--- config.mk ---
export PLATFORM = sky130hd
export DESIGN_NAME = typec_source_cc_attach_control
export DESIGN_NICKNAME = d
export VERILOG_FILES = /design/src/cc_attach_pkg.sv /design/src/typec_source_cc_attach_control.sv
export VERILOG_INCLUDE_DIRS = /design/src /design/src/src
export SDC_FILE = /design/constraint.sdc
export NUM_CORES = 1
export LEC_CHECK = 0
export ABC_CLOCK_PERIOD_IN_PS = 2900
export BUFFER_PORTS_ARGS = -buffer_cell sky130_fd_sc_hd__buf_2
export CELL_PAD_IN_SITES_DETAIL_PLACEMENT = 1
export CELL_PAD_IN_SITES_GLOBAL_PLACEMENT = 1
export CORE_ASPECT_RATIO = 1.2
export CORE_UTILIZATION = 25
export DETAILED_ROUTE_END_ITERATION = 8
export PLACE_DENSITY = 0.61
export SYNTH_ARGS = -nofsm -noshare
export SYNTH_HDL_FRONTEND = slang
export SYNTH_SLANG_ARGS = --single-unit
--- constraint.sdc ---
create_clock -name pclk -period 2.9 [get_ports pclk]
set_input_delay 0.58 -clock pclk [delete_from_list [all_inputs] [get_ports pclk]]
set_output_delay 0.58 -clock pclk [all_outputs]
set_load 0.1 [all_outputs]
--- src/cc_attach_params.svh ---
`ifndef CC_ATTACH_PARAMS_SVH
`define CC_ATTACH_PARAMS_SVH
// Overview of operation
// - Enable input low turns the port off; high resumes normal operation. Here high resumes it only while the CTRL enable bit is also set.
// - Static select input chooses standard or 1.5-A advertisement on CC lines.
// - No Rd on either line: output off, attach and polarity flags released.
// - Both CC lines are watched continuously for an Rd pull-down.
// - Facing another source, no Rd appears: output stays off, monitoring continues.
// - Rd on any one CC line means attached; input power goes to output.
// - Rd on one line, Ra on other: VCONN is driven onto the Ra line.
// - Ra with the other line open is no attach; everything stays inactive.
// - Attach flag pulled low whenever a sink is detected, released otherwise.
// - Polarity flag pulled low when Rd is on CC2, released otherwise.
// - Fault flag asserts on overcurrent or either overtemperature threshold.
// - Fault flag self-clears once current and temperature are back to normal.

// Register map
`define REG_CTRL_ADDR 12'h000
`define REG_STATUS_ADDR 12'h004
`define CTRL_ENABLE_BIT 0
`define CTRL_RESET_VAL 32'h0000_0001
// Status fields
`define ST_ATTACHED_BIT 0
`define ST_FLIPPED_BIT 1
`define ST_POWER_BIT 2
`define ST_VCONN1_BIT 3
`define ST_VCONN2_BIT 4
`define ST_FAULT_BIT 5
`define ST_ADV15_BIT 6
`define ST_ENABLED_BIT 7
// Debounce: 100 us at 250 MHz
`define DEBOUNCE_US 100
`define CLK_MHZ 250
`define DEBOUNCE_CYC (`DEBOUNCE_US * `CLK_MHZ)
`define DEB_W 16
`endif

--- src/cc_attach_pkg.sv ---
package cc_attach_pkg;
  // Termination seen on one CC line
  typedef enum logic [1:0] {
    TERM_OPEN = 2'b00,
    TERM_RA = 2'b01,
    TERM_RD = 2'b10
  } term_t;
  typedef enum logic [1:0] {
    ST_UNATTACHED = 2'b00,
    ST_WAIT_ATTACH = 2'b01,
    ST_ATTACHED = 2'b11
  } attach_state_t;
  typedef struct packed {
    term_t cc1;
    term_t cc2;
  } cc_pair_t;
  typedef struct packed {
    logic power_on;
    logic vconn_cc1;
    logic vconn_cc2;
    logic adv_15a;
  } port_drive_t;
endpackage

--- src/typec_source_cc_attach_control.sv ---
// Chosen here: the APB interface to the registers and the register offsets.
`timescale 1ns/1ps
`include "cc_attach_params.svh"
module typec_source_cc_attach_control (
  input wire logic pclk,
  input wire logic presetn,
  input wire logic psel,
  input wire logic penable,
  input wire logic pwrite,
  input wire logic [11:0] paddr,
  input wire logic [31:0] pwdata,
  output logic [31:0] prdata,
  output logic pready,
  output logic pslverr,
  input wire logic enable_pin,
  input wire logic current_adv_select,
  input wire logic cc1_rd_det,
  input wire logic cc1_ra_det,
  input wire logic cc2_rd_det,
  input wire logic cc2_ra_det,
  input wire logic overcurrent,
  input wire logic overtemp_device,
  input wire logic overtemp_switch,
  output cc_attach_pkg::port_drive_t drive,
  output logic sink_attached_n_flag_o,
  output logic sink_attached_n_flag_oe_n,
  output logic flip_orientation_n_flag_o,
  output logic flip_orientation_n_flag_oe_n,
  output logic fault_n_flag_o,
  output logic fault_n_flag_oe_n
);
  localparam logic [`DEB_W-1:0] DEB_MAX = `DEB_W'(`DEBOUNCE_CYC - 1);

  // Two-flop synchronisers for all pin inputs
  // Each pin gets its own flop; combining before the first stage would glitch
  logic [8:0] sync1_r;
  logic [8:0] sync2_r;
  always_ff @(posedge pclk or negedge presetn) begin
    if (!presetn) begin
      sync1_r <= 9'h000;
      sync2_r <= 9'h000;
    end else begin
      sync1_r <= {enable_pin, current_adv_select, cc1_rd_det, cc1_ra_det,
                  cc2_rd_det, cc2_ra_det, overcurrent, overtemp_device, overtemp_switch};
      sync2_r <= sync1_r;
    end
  end
  logic en_s, sel_s, fault_s;
  cc_attach_pkg::cc_pair_t cc_now;
  assign en_s = sync2_r[8];
  assign sel_s = sync2_r[7];
  assign fault_s = |sync2_r[2:0];
  assign cc_now.cc1 = sync2_r[6] ? cc_attach_pkg::TERM_RD :
                      (sync2_r[5] ? cc_attach_pkg::TERM_RA : cc_attach_pkg::TERM_OPEN);
  assign cc_now.cc2 = sync2_r[4] ? cc_attach_pkg::TERM_RD :
                      (sync2_r[3] ? cc_attach_pkg::TERM_RA : cc_attach_pkg::TERM_OPEN);

  // Software enable; the port runs only when pin and bit are both high
  logic [31:0] ctrl_r;
  logic port_en;
  assign port_en = en_s & ctrl_r[`CTRL_ENABLE_BIT];

  // Debounce: a CC pattern must hold steady before it is acted on
  cc_attach_pkg::cc_pair_t cc_last_r, cc_stable_r;
  logic [`DEB_W-1:0] deb_cnt_r;
  always_ff @(posedge pclk or negedge presetn) begin
    if (!presetn) begin
      cc_last_r <= '0;
      cc_stable_r <= '0;
      deb_cnt_r <= '0;
    end else begin
      cc_last_r <= cc_now;
      if (cc_now != cc_last_r) begin
        deb_cnt_r <= '0;
      end else if (deb_cnt_r == DEB_MAX) begin
        cc_stable_r <= cc_now;
      end else begin
        deb_cnt_r <= deb_cnt_r + 1'b1;
      end
    end
  end

  logic rd1_st, rd2_st, rd_now_any;
  assign rd1_st = (cc_stable_r.cc1 == cc_attach_pkg::TERM_RD);
  assign rd2_st = (cc_stable_r.cc2 == cc_attach_pkg::TERM_RD);
  // Prompt detach uses the raw synchronised view, not the debounced one
  assign rd_now_any = (cc_now.cc1 == cc_attach_pkg::TERM_RD) |
                      (cc_now.cc2 == cc_attach_pkg::TERM_RD);

  cc_attach_pkg::attach_state_t state_r, state_nxt;
  logic flipped_r;
  always_comb begin
    state_nxt = state_r;
    unique case (state_r)
      cc_attach_pkg::ST_UNATTACHED: begin
        // Ra alone or another source never leaves this state
        if (port_en && rd_now_any) begin
          state_nxt = cc_attach_pkg::ST_WAIT_ATTACH;
        end
      end
      cc_attach_pkg::ST_WAIT_ATTACH: begin
        if (!port_en || !rd_now_any) begin
          state_nxt = cc_attach_pkg::ST_UNATTACHED;
        // Debounced view may be stale after a quick replug; it must match live
        end else if ((cc_stable_r == cc_now) && (rd1_st || rd2_st)) begin
          state_nxt = cc_attach_pkg::ST_ATTACHED;
        end
      end
      cc_attach_pkg::ST_ATTACHED: begin
        if (!port_en || !rd_now_any) begin
          state_nxt = cc_attach_pkg::ST_UNATTACHED;
        end
      end
      default: state_nxt = cc_attach_pkg::ST_UNATTACHED;
    endcase
  end
  always_ff @(posedge pclk or negedge presetn) begin
    if (!presetn) begin
      state_r <= cc_attach_pkg::ST_UNATTACHED;
    end else begin
      state_r <= state_nxt;
    end
  end
  always_ff @(posedge pclk or negedge presetn) begin
    if (!presetn) begin
      flipped_r <= 1'b0;
    end else if (state_r == cc_attach_pkg::ST_WAIT_ATTACH &&
                 state_nxt == cc_attach_pkg::ST_ATTACHED) begin
      flipped_r <= !rd1_st && rd2_st;
    end
  end

  logic att_nxt, fault_act;
  assign att_nxt = (state_nxt == cc_attach_pkg::ST_ATTACHED);
  assign fault_act = fault_s & port_en;

  // Port drive, all registered
  always_ff @(posedge pclk or negedge presetn) begin
    if (!presetn) begin
      drive <= '0;
    end else begin
      // Fault cuts power and VCONN; recovers by itself
      drive.power_on <= att_nxt && !fault_act;
      drive.vconn_cc1 <= att_nxt && !fault_act && rd2_st &&
                         cc_stable_r.cc1 == cc_attach_pkg::TERM_RA;
      drive.vconn_cc2 <= att_nxt && !fault_act && rd1_st &&
                         cc_stable_r.cc2 == cc_attach_pkg::TERM_RA;
      // Strap is passed through even while unattached
      drive.adv_15a <= sel_s;
    end
  end

  // Open-drain flags: data stays low, only the enable moves
  always_ff @(posedge pclk or negedge presetn) begin
    if (!presetn) begin
      sink_attached_n_flag_o <= 1'b0;
      sink_attached_n_flag_oe_n <= 1'b1;
    end else begin
      sink_attached_n_flag_o <= 1'b0;
      sink_attached_n_flag_oe_n <= !att_nxt;
    end
  end

  // Orientation is latched at attach so a later Ra change cannot flip it
  always_ff @(posedge pclk or negedge presetn) begin
    if (!presetn) begin
      flip_orientation_n_flag_o <= 1'b0;
      flip_orientation_n_flag_oe_n <= 1'b1;
    end else begin
      flip_orientation_n_flag_o <= 1'b0;
      flip_orientation_n_flag_oe_n <= !(att_nxt &&
        ((state_r == cc_attach_pkg::ST_ATTACHED) ? flipped_r : (!rd1_st && rd2_st)));
    end
  end

  // Fault flag hidden while disabled; clears itself
  always_ff @(posedge pclk or negedge presetn) begin
    if (!presetn) begin
      fault_n_flag_o <= 1'b0;
      fault_n_flag_oe_n <= 1'b1;
    end else begin
      fault_n_flag_o <= 1'b0;
      fault_n_flag_oe_n <= !fault_act;
    end
  end

  // Cycles that some Rd has been seen without a break, for the debounce check
  logic [`DEB_W-1:0] rd_age_r;
  always_ff @(posedge pclk or negedge presetn) begin
    if (!presetn) begin
      rd_age_r <= '0;
    end else if (!rd_now_any) begin
      rd_age_r <= '0;
    end else if (rd_age_r != '1) begin
      rd_age_r <= rd_age_r + 1'b1;
    end
  end

  // APB slave, zero wait states
  logic [31:0] status;
  always_comb begin
    status = 32'h0000_0000;
    status[`ST_ATTACHED_BIT] = !sink_attached_n_flag_oe_n;
    status[`ST_FLIPPED_BIT] = !flip_orientation_n_flag_oe_n;
    status[`ST_POWER_BIT] = drive.power_on;
    status[`ST_VCONN1_BIT] = drive.vconn_cc1;
    status[`ST_VCONN2_BIT] = drive.vconn_cc2;
    status[`ST_FAULT_BIT] = !fault_n_flag_oe_n;
    status[`ST_ADV15_BIT] = drive.adv_15a;
    status[`ST_ENABLED_BIT] = port_en;
  end
  logic acc;
  assign acc = psel & penable;
  always_ff @(posedge pclk or negedge presetn) begin
    if (!presetn) begin
      ctrl_r <= `CTRL_RESET_VAL;
    end else if (acc && pwrite && paddr == `REG_CTRL_ADDR) begin
      ctrl_r <= {31'h0, pwdata[`CTRL_ENABLE_BIT]};
    end
  end
  always_ff @(posedge pclk or negedge presetn) begin
    if (!presetn) begin
      prdata <= 32'h0000_0000;
      pready <= 1'b0;
      pslverr <= 1'b0;
    end else begin
      pready <= psel & !penable;
      pslverr <= psel & !penable & (paddr != `REG_CTRL_ADDR) & (paddr != `REG_STATUS_ADDR);
      if (psel && !penable && !pwrite) begin
        prdata <= (paddr == `REG_CTRL_ADDR) ? ctrl_r :
                  ((paddr == `REG_STATUS_ADDR) ? status : 32'h0000_0000);
      end
    end
  end

  AST_NO_RD_NO_POWER: assert property (@(posedge pclk) disable iff (!presetn)
    !rd_now_any |=> !drive.power_on) else $error("power on without Rd");
  AST_RA_ONLY_IDLE: assert property (@(posedge pclk) disable iff (!presetn)
    !rd_now_any |=> sink_attached_n_flag_oe_n && !drive.vconn_cc1 && !drive.vconn_cc2)
    else $error("activity without sink");
  AST_DISABLED_OFF: assert property (@(posedge pclk) disable iff (!presetn)
    !port_en |=> !drive.power_on && sink_attached_n_flag_oe_n)
    else $error("active while disabled");
  AST_POWER_FLAG: assert property (@(posedge pclk) disable iff (!presetn)
    drive.power_on |-> !sink_attached_n_flag_oe_n) else $error("power without flag");
  AST_VCONN_SIDE: assert property (@(posedge pclk) disable iff (!presetn)
    drive.vconn_cc1 |-> !flip_orientation_n_flag_oe_n) else $error("vconn1 not flipped");
  AST_FLIP_NEEDS_ATTACH: assert property (@(posedge pclk) disable iff (!presetn)
    !flip_orientation_n_flag_oe_n |-> !sink_attached_n_flag_oe_n)
    else $error("flip flag alone");
  AST_FAULT_FLAG: assert property (@(posedge pclk) disable iff (!presetn)
    fault_act |=> !fault_n_flag_oe_n && !drive.power_on) else $error("fault missed");
  AST_FAULT_CLEAR: assert property (@(posedge pclk) disable iff (!presetn)
    $fell(fault_act) |=> fault_n_flag_oe_n) else $error("fault stuck");
  AST_ADV: assert property (@(posedge pclk) disable iff (!presetn)
    ##1 drive.adv_15a == $past(sel_s)) else $error("advertisement wrong");
  AST_OUT_LEVELS: assert property (@(posedge pclk) disable iff (!presetn)
    !sink_attached_n_flag_o && !flip_orientation_n_flag_o && !fault_n_flag_o)
    else $error("flag level high");
  COV_ATTACH: cover property (@(posedge pclk) disable iff (!presetn) $rose(drive.power_on));
  COV_FLIP: cover property (@(posedge pclk) disable iff (!presetn)
    $fell(flip_orientation_n_flag_oe_n));
  COV_VCONN2: cover property (@(posedge pclk) disable iff (!presetn) $rose(drive.vconn_cc2));
  COV_FAULT: cover property (@(posedge pclk) disable iff (!presetn) $fell(fault_n_flag_oe_n));
  COV_DETACH: cover property (@(posedge pclk) disable iff (!presetn) $fell(drive.power_on));

  // Attach sequencing
  AST_SOURCE_FAR_END: assert property (@(posedge pclk) disable iff (!presetn)
    state_r == cc_attach_pkg::ST_UNATTACHED && !rd_now_any |=>
    state_r == cc_attach_pkg::ST_UNATTACHED) else $error("left idle without Rd");
  AST_RD_ATTACHES: assert property (@(posedge pclk) disable iff (!presetn)
    state_r == cc_attach_pkg::ST_WAIT_ATTACH && state_nxt == cc_attach_pkg::ST_ATTACHED |=>
    !sink_attached_n_flag_oe_n) else $error("attach not flagged");
  AST_ATTACH_DEBOUNCED: assert property (@(posedge pclk) disable iff (!presetn)
    $fell(sink_attached_n_flag_oe_n) |-> rd_age_r >= DEB_MAX)
    else $error("attach before debounce");
  AST_NO_DIRECT_ATTACH: assert property (@(posedge pclk) disable iff (!presetn)
    state_r == cc_attach_pkg::ST_UNATTACHED |=> state_r != cc_attach_pkg::ST_ATTACHED)
    else $error("debounce skipped");
  AST_DETACH_PROMPT: assert property (@(posedge pclk) disable iff (!presetn)
    state_r == cc_attach_pkg::ST_ATTACHED && !rd_now_any |=>
    state_r == cc_attach_pkg::ST_UNATTACHED) else $error("slow detach");
  AST_DEB_RESTART: assert property (@(posedge pclk) disable iff (!presetn)
    cc_now != cc_last_r |=> deb_cnt_r == '0) else $error("debounce not restarted");

  // Orientation, VCONN side and fault flag while disabled
  AST_FLIP_CC2: assert property (@(posedge pclk) disable iff (!presetn)
    state_r == cc_attach_pkg::ST_WAIT_ATTACH && state_nxt == cc_attach_pkg::ST_ATTACHED &&
    rd2_st && !rd1_st |=> !flip_orientation_n_flag_oe_n) else $error("flip missed");
  AST_VCONN2_SIDE: assert property (@(posedge pclk) disable iff (!presetn)
    drive.vconn_cc2 |-> !sink_attached_n_flag_oe_n && flip_orientation_n_flag_oe_n)
    else $error("vconn2 wrong side");
  AST_FAULT_HIDDEN_OFF: assert property (@(posedge pclk) disable iff (!presetn)
    !port_en |=> fault_n_flag_oe_n) else $error("fault shown while off");

  // Register bus
  AST_PREADY_PULSE: assert property (@(posedge pclk) disable iff (!presetn)
    pready |=> !pready) else $error("pready held");
  AST_SLVERR_WITH_READY: assert property (@(posedge pclk) disable iff (!presetn)
    pslverr |-> pready) else $error("pslverr alone");
  AST_CTRL_WRITE: assert property (@(posedge pclk) disable iff (!presetn)
    acc && pwrite && paddr == `REG_CTRL_ADDR |=> ctrl_r[`CTRL_ENABLE_BIT] == $past(pwdata[0]))
    else $error("enable write lost");
  AST_UNMAPPED_ZERO: assert property (@(posedge pclk) disable iff (!presetn)
    pready && pslverr && !pwrite |-> prdata == 32'h0000_0000) else $error("unmapped data");
endmodule

==> results of run 1 <==
cells in the final DEF, fill, tap and decap left out, types with 3 or more instances in the layout:
cell type,synthesis,routed
xnor2_1,9,9
nand3_1,6,6
nand2_1,17,17
dfrtp_1,59,59
nand2b_1,4,4
a22o_1,4,4
conb_1,1,27
or2_1,3,3
clkbuf_16,0,9
and3_1,4,4
mux2_4,4,4
dfstp_2,4,4
buf_2,0,43
mux2i_1,3,3
o21ai_1,3,3
xor2_1,10,10
a21oi_1,4,4
nor2_1,23,23
nand4_1,5,5
inv_1,8,8
nor4_1,5,5
worst paths after layout:
path / startpoint / endpoint / slack (ns)
min in group pclk: sync1_r[0]$_DFF_PN0_ / sync2_r[0]$_DFF_PN0_ / 0.34
hold reg to reg: sync1_r[0]$_DFF_PN0_ / sync2_r[0]$_DFF_PN0_ / 0.34
setup reg to reg: sync2_r[4]$_DFF_PN0_ / cc_stable_r[0]$_DFFE_PN0P_ / 0.79
hold / removal: presetn / prdata[3]$_DFFE_PN0P_ / 0.25
setup / recovery: sync2_r[4]$_DFF_PN0_ / cc_stable_r[0]$_DFFE_PN0P_ / 0.79
max in group asynchronous: presetn / ctrl_r[0]$_DFFE_PN1P_ / 2.21
cells by family after synthesis:
group | Yosys count
AO/OA/AOI/OAI | 17
XOR/XNOR | 19
adder cells (fa/ha/maj) | 1
buffers and inverters | 39
flip-flops | 63
multiplexers | 9
other | 1
AND/OR/NAND/NOR | 83
Yosys cell counts (all sizes together), types with 2 or more instances:
cell    number  share of area [%]
and4         2               0.65
nand2       17                2.4
xor2        10                3.3
or2          3               0.70
nand2b       4               0.93
xnor2        9                2.9
inv          8                1.1
nand4        5                1.2
nor4         7                2.1
mux2         6                3.1
nor2        23                3.2
o21ai        3               0.56
dfstp        4                3.9
or3          2               0.46
mux2i        3                1.1
and3         4               0.93
dfrtp       59                 55
nand3b       2               0.56
buf         29                8.1
nand3        7                1.5
a22o         4                1.3
clkbuf       2               0.28
nor2b        3               0.79
a21oi        4               0.74
state kept, by name (all words and copies together), names as in the netlist, 2 cells and up:
| name | flops |
|---|---|
| cc_stable_r | 4 |
| state_r | 2 |
| sync1_r | 9 |
| cc_last_r | 4 |
| deb_cnt_r | 16 |
| sync2_r | 9 |
| prdata | 8 |
| drive | 4 |
worst register-to-register path, delay by kind of cell (launching register included):
| family | cells | cell delay [ns] |
|---|---|---|
| AND/OR/NAND/NOR | 3 | 1.03 |
| flip-flops | 1 | 0.47 |
| multiplexers | 1 | 0.33 |
| XOR/XNOR | 1 | 0.17 |
cell type report:
type / instances / area, um2
well taps: 129 / 161
clock buffers: 13 / 260
flip-flops and latches: 63 / 1580
inverters: 8 / 30.0
multi-input cells: 156 / 953
repair buffers: 45 / 230
fillers: 1184 / 7280
clock inverters: 3 / 17.5
metrics by stage:
| step | power (mW) | utilization, % | hold WS (ns) | worst slack [ns] |
|---|---|---|---|---|
| final | 2.12 | 30.8 | 0.254 | 0.793 |
| after global placement | 1.15 | 28.1 | 0.334 | 0.803 |
| after floorplan | 1.14 | - | 0.284 | 1.18 |
| after global routing | 2.21 | 30.8 | 0.276 | 0.668 |
| after CTS | 2.16 | 30.8 | 0.261 | 0.739 |
| after detailed placement | 1.16 | 28.1 | 0.336 | 0.747 |
per-layer routing:
| metal | wire (um) | track usage, % | up-vias |
|---|---|---|---|
| met3 | 275 | 3.20 | 10 |
| met2 | 2340 | 16.5 | 57 |
| met5 | 0 | 0 | - |
| li1 | - | - | 831 |
| met4 | 111 | 5.07 | 0 |
| met1 | 2250 | 11.4 | 849 |
power breakdown:
part           switching (mW)  leakage, nW  internal, mW
combinational           0.205        0.557        0.0255
sequential             0.0103        0.813         0.899
clock                   0.359        0.136         0.621
total                   0.574         1.51          1.55
==> metrics.md, run 1 <==
| Metric | Value |
|---|---|
| Status | `finished, final reports clean` |
| RSZ-0062 raised after global routing | `false` |
| Placed Cells | `401` |
| Fin. max-slew vios | `0` |
| Final nets | `roughly 340` |
| Initial core utilization | `between 20 and 30%` |
| Worst Skew | `~0.0070 ns` |
| Primary FF master, synth | `dfrtp_1` |
| Fin. Hold Viols | `0` |
| Worst EP arrival | `~2.3 ns` |
| Post-DP Area | `2960 um2` |
| Crit-path slowest cell | `dfrtp_1` |
| Port bufs | `43` |
| Hold-fix buffers at CTS | `0` |
| Post-Synthesis Cells | `between 200 and 250` |
| Post-synthesis compound-gate area fraction | `roughly 4.4%` |
| Worst path top cell family by delay | `simple AND/OR/NAND/NOR gates` |
| Post-CTS Setup Bufs | `0` |
| Final HPWL DP | `roughly 3600 um` |
| Synth Area in XOR/XNOR | `under 10%` |
| Clk slew on worst S/H paths | `0.05 ns` |
| Buf/Inv on CP | `0` |
| Max-capacitance violation count | `0` |
| # DRC | `0` |
| Max Freq | `around 470 MHz` |
| Netlist cell types | `42` |
| Core region area | `between 10000 and 15000 um2` |
| Final setup viols | `0` |
| Vias | `roughly 1700` |
| First-pass GRT wire length | `roughly 8600 um` |
| Row cnt | `between 40 and 50` |
| Vias in the first global route | `between 1500 and 2000` |
| Vias/cell | `between 4 and 5` |
| Max IR drop VDD | `around 260 uV` |
| Crit start category | `flop` |
| Clk sinks | `63` |
| Post-Layout Cell Count | `~420` |
| ANT cells | `0` |
| Clk_lat worst skew | `about 0.32 ns` |
| Total gr overflow | `0` |
| Area grow syn2layout | `20.1%` |
| Worst reg2reg path depth | `5` |
| CTS buffer count | `9` |
| Leak pwr | `around 1.5 nW` |
| Number of synthesized flops with an enable pin | `0` |
| CP Cell Sequence | `nor2b_2, xnor2_1, nand3_2, or2_1, mux2_4` |
| Cell area power density | `between 600 and 700 nW/um2` |
| Final worst path period share | `between 70 and 80%` |
| H-Tree Level Count | `3` |
| Placer Congestion | `approximately 0.7` |
| HP Class | `in2async` |
| IO Count | `between 100 and 150` |
| Levels on crit path | `5` |
| Post-Synth Adder-Cell Area | `0.465%` |
| Slew HR | `between 50 and 60%` |
| Crit path max fanout | `17` |
| TritonRoute pass-1 iters | `4` |
| Root buffer cell | `clkbuf_16` |
| Post-synthesis sequential area ratio | `58.7%` |
| Die height | `~120 um` |
| DRT iter0 DRCs | `45` |
| CP max stage delay | `between 0.4 and 0.5 ns` |
| Max Buffers Root-to-Sink | `2` |
| Actual slew at the worst max-slew pin | `slightly above 0.6 ns` |
| Setup tns final | `0 ns` |
| Largest family of logic cells by synthesized area | `simple AND/OR/NAND/NOR gates` |
| Die area | `11200 um2` |
| Post-route design area | `around 3200 um2` |
| DR WL/cell | `11.9 um` |
| #FFs+latches synth | `between 60 and 70` |
| Simple logic cell fraction of the synthesized area | `16.4%` |
| CP Capture Type | `flop` |
| Largest net degree at the start of global routing | `40` |
| Mux share of post-synthesis cell area | `under 10%` |
| Layout cells sized above 1 | `approximately a quarter` |
| Async S/R FF share, synth | `100%` |
| Post_cts resized | `0` |
| YS warnings | `0` |
| Final ANT Viol Nets | `0` |
| Synth Area per Inst | `11.6 um2` |
| CP required | `around 3.1 ns` |
| CP Class | `reg2reg` |
| Initial antenna violation count | `0` |
| Die width | `between 90 and 100 um` |
| Total Wirelength | `4980 um` |
| CTS tree | `built` |
| Syn Std Cell Area | `between 2000 and 3000 um2` |
| Total GRT Usage | `under 10%` |
| Min Tclk post-route | `approximately 2.1 ns` |
Power figures use the tool's default switching activity.
==> inputs of run 2 (changes only) <==
ABC_AREA = 1   (was not set)
ABC_CLOCK_PERIOD_IN_PS = 2000   (was 2900)
PLACE_DENSITY = 0.62   (was 0.61)
clock period = 2 ns   (was 2.9 ns; I/O delays follow)
==> run 2 against run 1 <==
Clock-buffer cell count down 2. Core utilization up 0.95 points. Die area up 5.7%. Clock skew down 0.0027 ns. Cell area up 8.7%. Highest routed layer unchanged.
==> metrics.md, run 2 <==
| Metric | Value |
|---|---|
| Status | `finished, final reports clean` |
| Commonest non-fill, non-tap cell in the layout | `nand2_1` |
| Final setup viols | `0` |
| Max Freq | `595 MHz` |
| Setup tns final | `0 ns` |
| Post-route design area | `about 3500 um2` |
| Crit start category | `flop` |
| Top-area cell type share of the netlist area | `between 50% and 60%` |
| Worst EP arrival | `1.93 ns` |
| DR WL/cell | `approximately 11 um` |
| # DRC | `0` |
| Synth top cells by count | `nand2_1, dfrtp_1, nor2_1` |
| Worst path top cell family by delay | `simple AND/OR/NAND/NOR gates` |
| Number of synthesized flops with an enable pin | `0` |
| Buf/Inv on CP | `1` |
| Total gr overflow | `0` |
| Max-capacitance violation count | `0` |
| YS warnings | `0` |
| Final worst path period share | `84.1%` |
| Busiest grt layer | `met2` |
| Largest net degree at the start of global routing | `64` |
| Clk_lat worst skew | `0.33 ns` |
| Crit path max fanout | `4` |
| Max Buffers Root-to-Sink | `2` |
| CTS buffer count | `9` |
| Netlist cell types | `32` |
| TritonRoute pass-1 iters | `4` |
| Slew HR | `63.9%` |
| Post_cts resized | `0` |
| Final nets | `426` |
| Vias/cell | `between 4 and 5` |
| Cell area power density | `959 nW/um2` |
| Leak pwr | `roughly 1.7 nW` |
| Sequential cell area | `around 1600 um2` |
| Multi-input gate area | `slightly above 1000 um2` |
| Top Registers | `deb_cnt_r: 16 flops, sync1_r: 9 flops, sync2_r: 9 flops` |
| Row cnt | `42` |
| Post-DP Area | `roughly 3200 um2` |
| CTS tree | `built` |
| CP Cell Sequence | `ha_1, nand2_2, nor3_2, nand2_1, nor2_1, inv_2, nor2_8, nand2_1, o21ai_1` |
| #FFs+latches synth | `63` |
| Initial antenna violation count | `0` |
| GR Util met2 | `between 15 and 20%` |
| Post-Synthesis Cells | `311` |
| CP Class | `reg2reg` |
| Most numerous cell in the Yosys netlist | `nand2_1` |
| Layout cells sized above 1 | `between 20% and 30%` |
| Synth area leader | `dfrtp_1` |
| Commonest cells after routing, fill and taps aside | `nand2_1, dfrtp_1, buf_2` |
| HP Class | `in2async` |
| Fin. max-slew vios | `0` |
| IO Count | `roughly 100` |
| Fin. Hold Viols | `0` |
| Clk sinks | `63` |
| Post-layout power | `around 3.4 mW` |
| Clk slew on worst S/H paths | `0.05 ns` |
| Total GRT Usage | `between 10% and 20%` |
| Post-CTS Setup Bufs | `0` |
| Max reg flops | `16` |
| Dpl ws | `0.313 ns` |
| FILL cells | `~1300` |
| Max IR drop VDD | `~310 uV` |
| Hold-fix buffers at CTS | `0` |
| Root buffer cell | `clkbuf_16` |
| Actual slew at the worst max-slew pin | `about 0.54 ns` |
| Vias | `2108` |
| Met3 Use GR | `4.11%` |
| Min Tclk post-route | `roughly 1.7 ns` |
| DRT iter0 DRCs | `26` |
| Synth Area per Inst | `9.16 um2` |
| Met1 Use GR | `between 10% and 20%` |
| RSZ-0062 raised after global routing | `false` |
| CP Capture Type | `flop` |
| Post-synthesis sequential area ratio | `55.5%` |
| PnR worst setup slack | `0.318 ns` |
| Worst Skew | `0.00423 ns` |
| Area grow syn2layout | `23.4%` |
| Syn Std Cell Area | `2850 um2` |
| Most used cell, CP | `nand2_1` |
| Reg with most FFs | `deb_cnt_r` |
| Die area | `about 12000 um2` |
| Die height | `approximately 120 um` |
| Final HPWL DP | `about 4200 um` |
| Vias in the first global route | `about 2200` |
| H-Tree Level Count | `3` |
| Crit-path slowest cell | `dfrtp_1` |
| Async S/R FF share, synth | `100%` |
| Synth area leaders | `dfrtp_1, nand2_1, buf_4` |
| Placer Congestion | `0.750` |
| Initial core utilization | `roughly a quarter` |
| Port bufs | `43` |
| Die width | `about 99 um` |
| ANT cells | `0` |
| CP max stage delay | `just under 0.4 ns` |
| Total Wirelength | `5620 um` |
| Core region area | `approximately 11000 um2` |
| CP required | `about 2.3 ns` |
| Primary FF master, synth | `dfrtp_1` |
| First-pass GRT wire length | `between 9000 and 10000 um` |
| Final ANT Viol Nets | `0` |
[run 2: changes by cell type after synthesis, moves of 8 or more]
| cell | before | now |
|---|---|---|
| nand2_1 | 17 | 66 |
| xnor2_1 | 9 | 1 |
| nand3_1 | 6 | 24 |
| nor2_1 | 23 | 37 |
| inv_1 | 8 | 27 |
| o21ai_0 | 0 | 12 |
[run 2: cell families after synthesis]
family          after synthesis  synth area share [%]
compound gates               28                  5.27
other cells                   1                 0.132
fa+ha+maj                     1                 0.439
buf+inv                      59                  11.6
xor+xnor                      8                  2.72
simple gates                151                  24.3
flops                        63                  55.5
[run 2: where the power goes]
| group | leakage, nW | switching, mW | internal, mW |
|---|---|---|---|
| clock | 0.158 | 0.546 | 1.15 |
| combinational | 0.765 | 0.312 | 0.0425 |
| sequential | 0.813 | 0.0142 | 1.30 |
[run 2: final cells by class]
type,count,share of cell area (%)
repair buffers,47,7.33
clock buffers,11,7.19
clock inverters,5,2.28
multi-input cells,215,29.4
well taps,154,5.48
flip-flops and latches,63,45.0
inverters,31,3.31
[run 2: metal layers]
layer / share of wire (%) / wire length [um]
met3: 5.1 / 288
met2: 50 / 2790
met1: 43 / 2440
met4: 1.9 / 107
met5: 0 / 0
[run 2: per-stage QoR]
step	hold WS, ns	util [%]	instances
floorplan	0.104	-	337
global placement	0.335	28.7	510
detailed placement	0.337	28.7	510
CTS	0.0877	31.7	526
global route	0.107	31.7	526
finish	0.0801	31.7	526
[run 2: worst paths after layout]
check	startpoint	endpoint	slack, ns	cells after the start
setup / recovery	deb_cnt_r[0]$_DFFE_PN0N_	cc_stable_r[0]$_DFFE_PN0P_	0.32	9
hold / removal	presetn	pready$_DFF_PN0_	0.08	2
setup reg to reg	deb_cnt_r[0]$_DFFE_PN0N_	cc_stable_r[0]$_DFFE_PN0P_	0.32	9
hold reg to reg	sync1_r[7]$_DFF_PN0_	sync2_r[7]$_DFF_PN0_	0.35	0
max in group asynchronous	presetn	ctrl_r[0]$_DFFE_PN1P_	1.62	2
min in group pclk	cc2_ra_det	sync1_r[3]$_DFF_PN0_	0.18	1
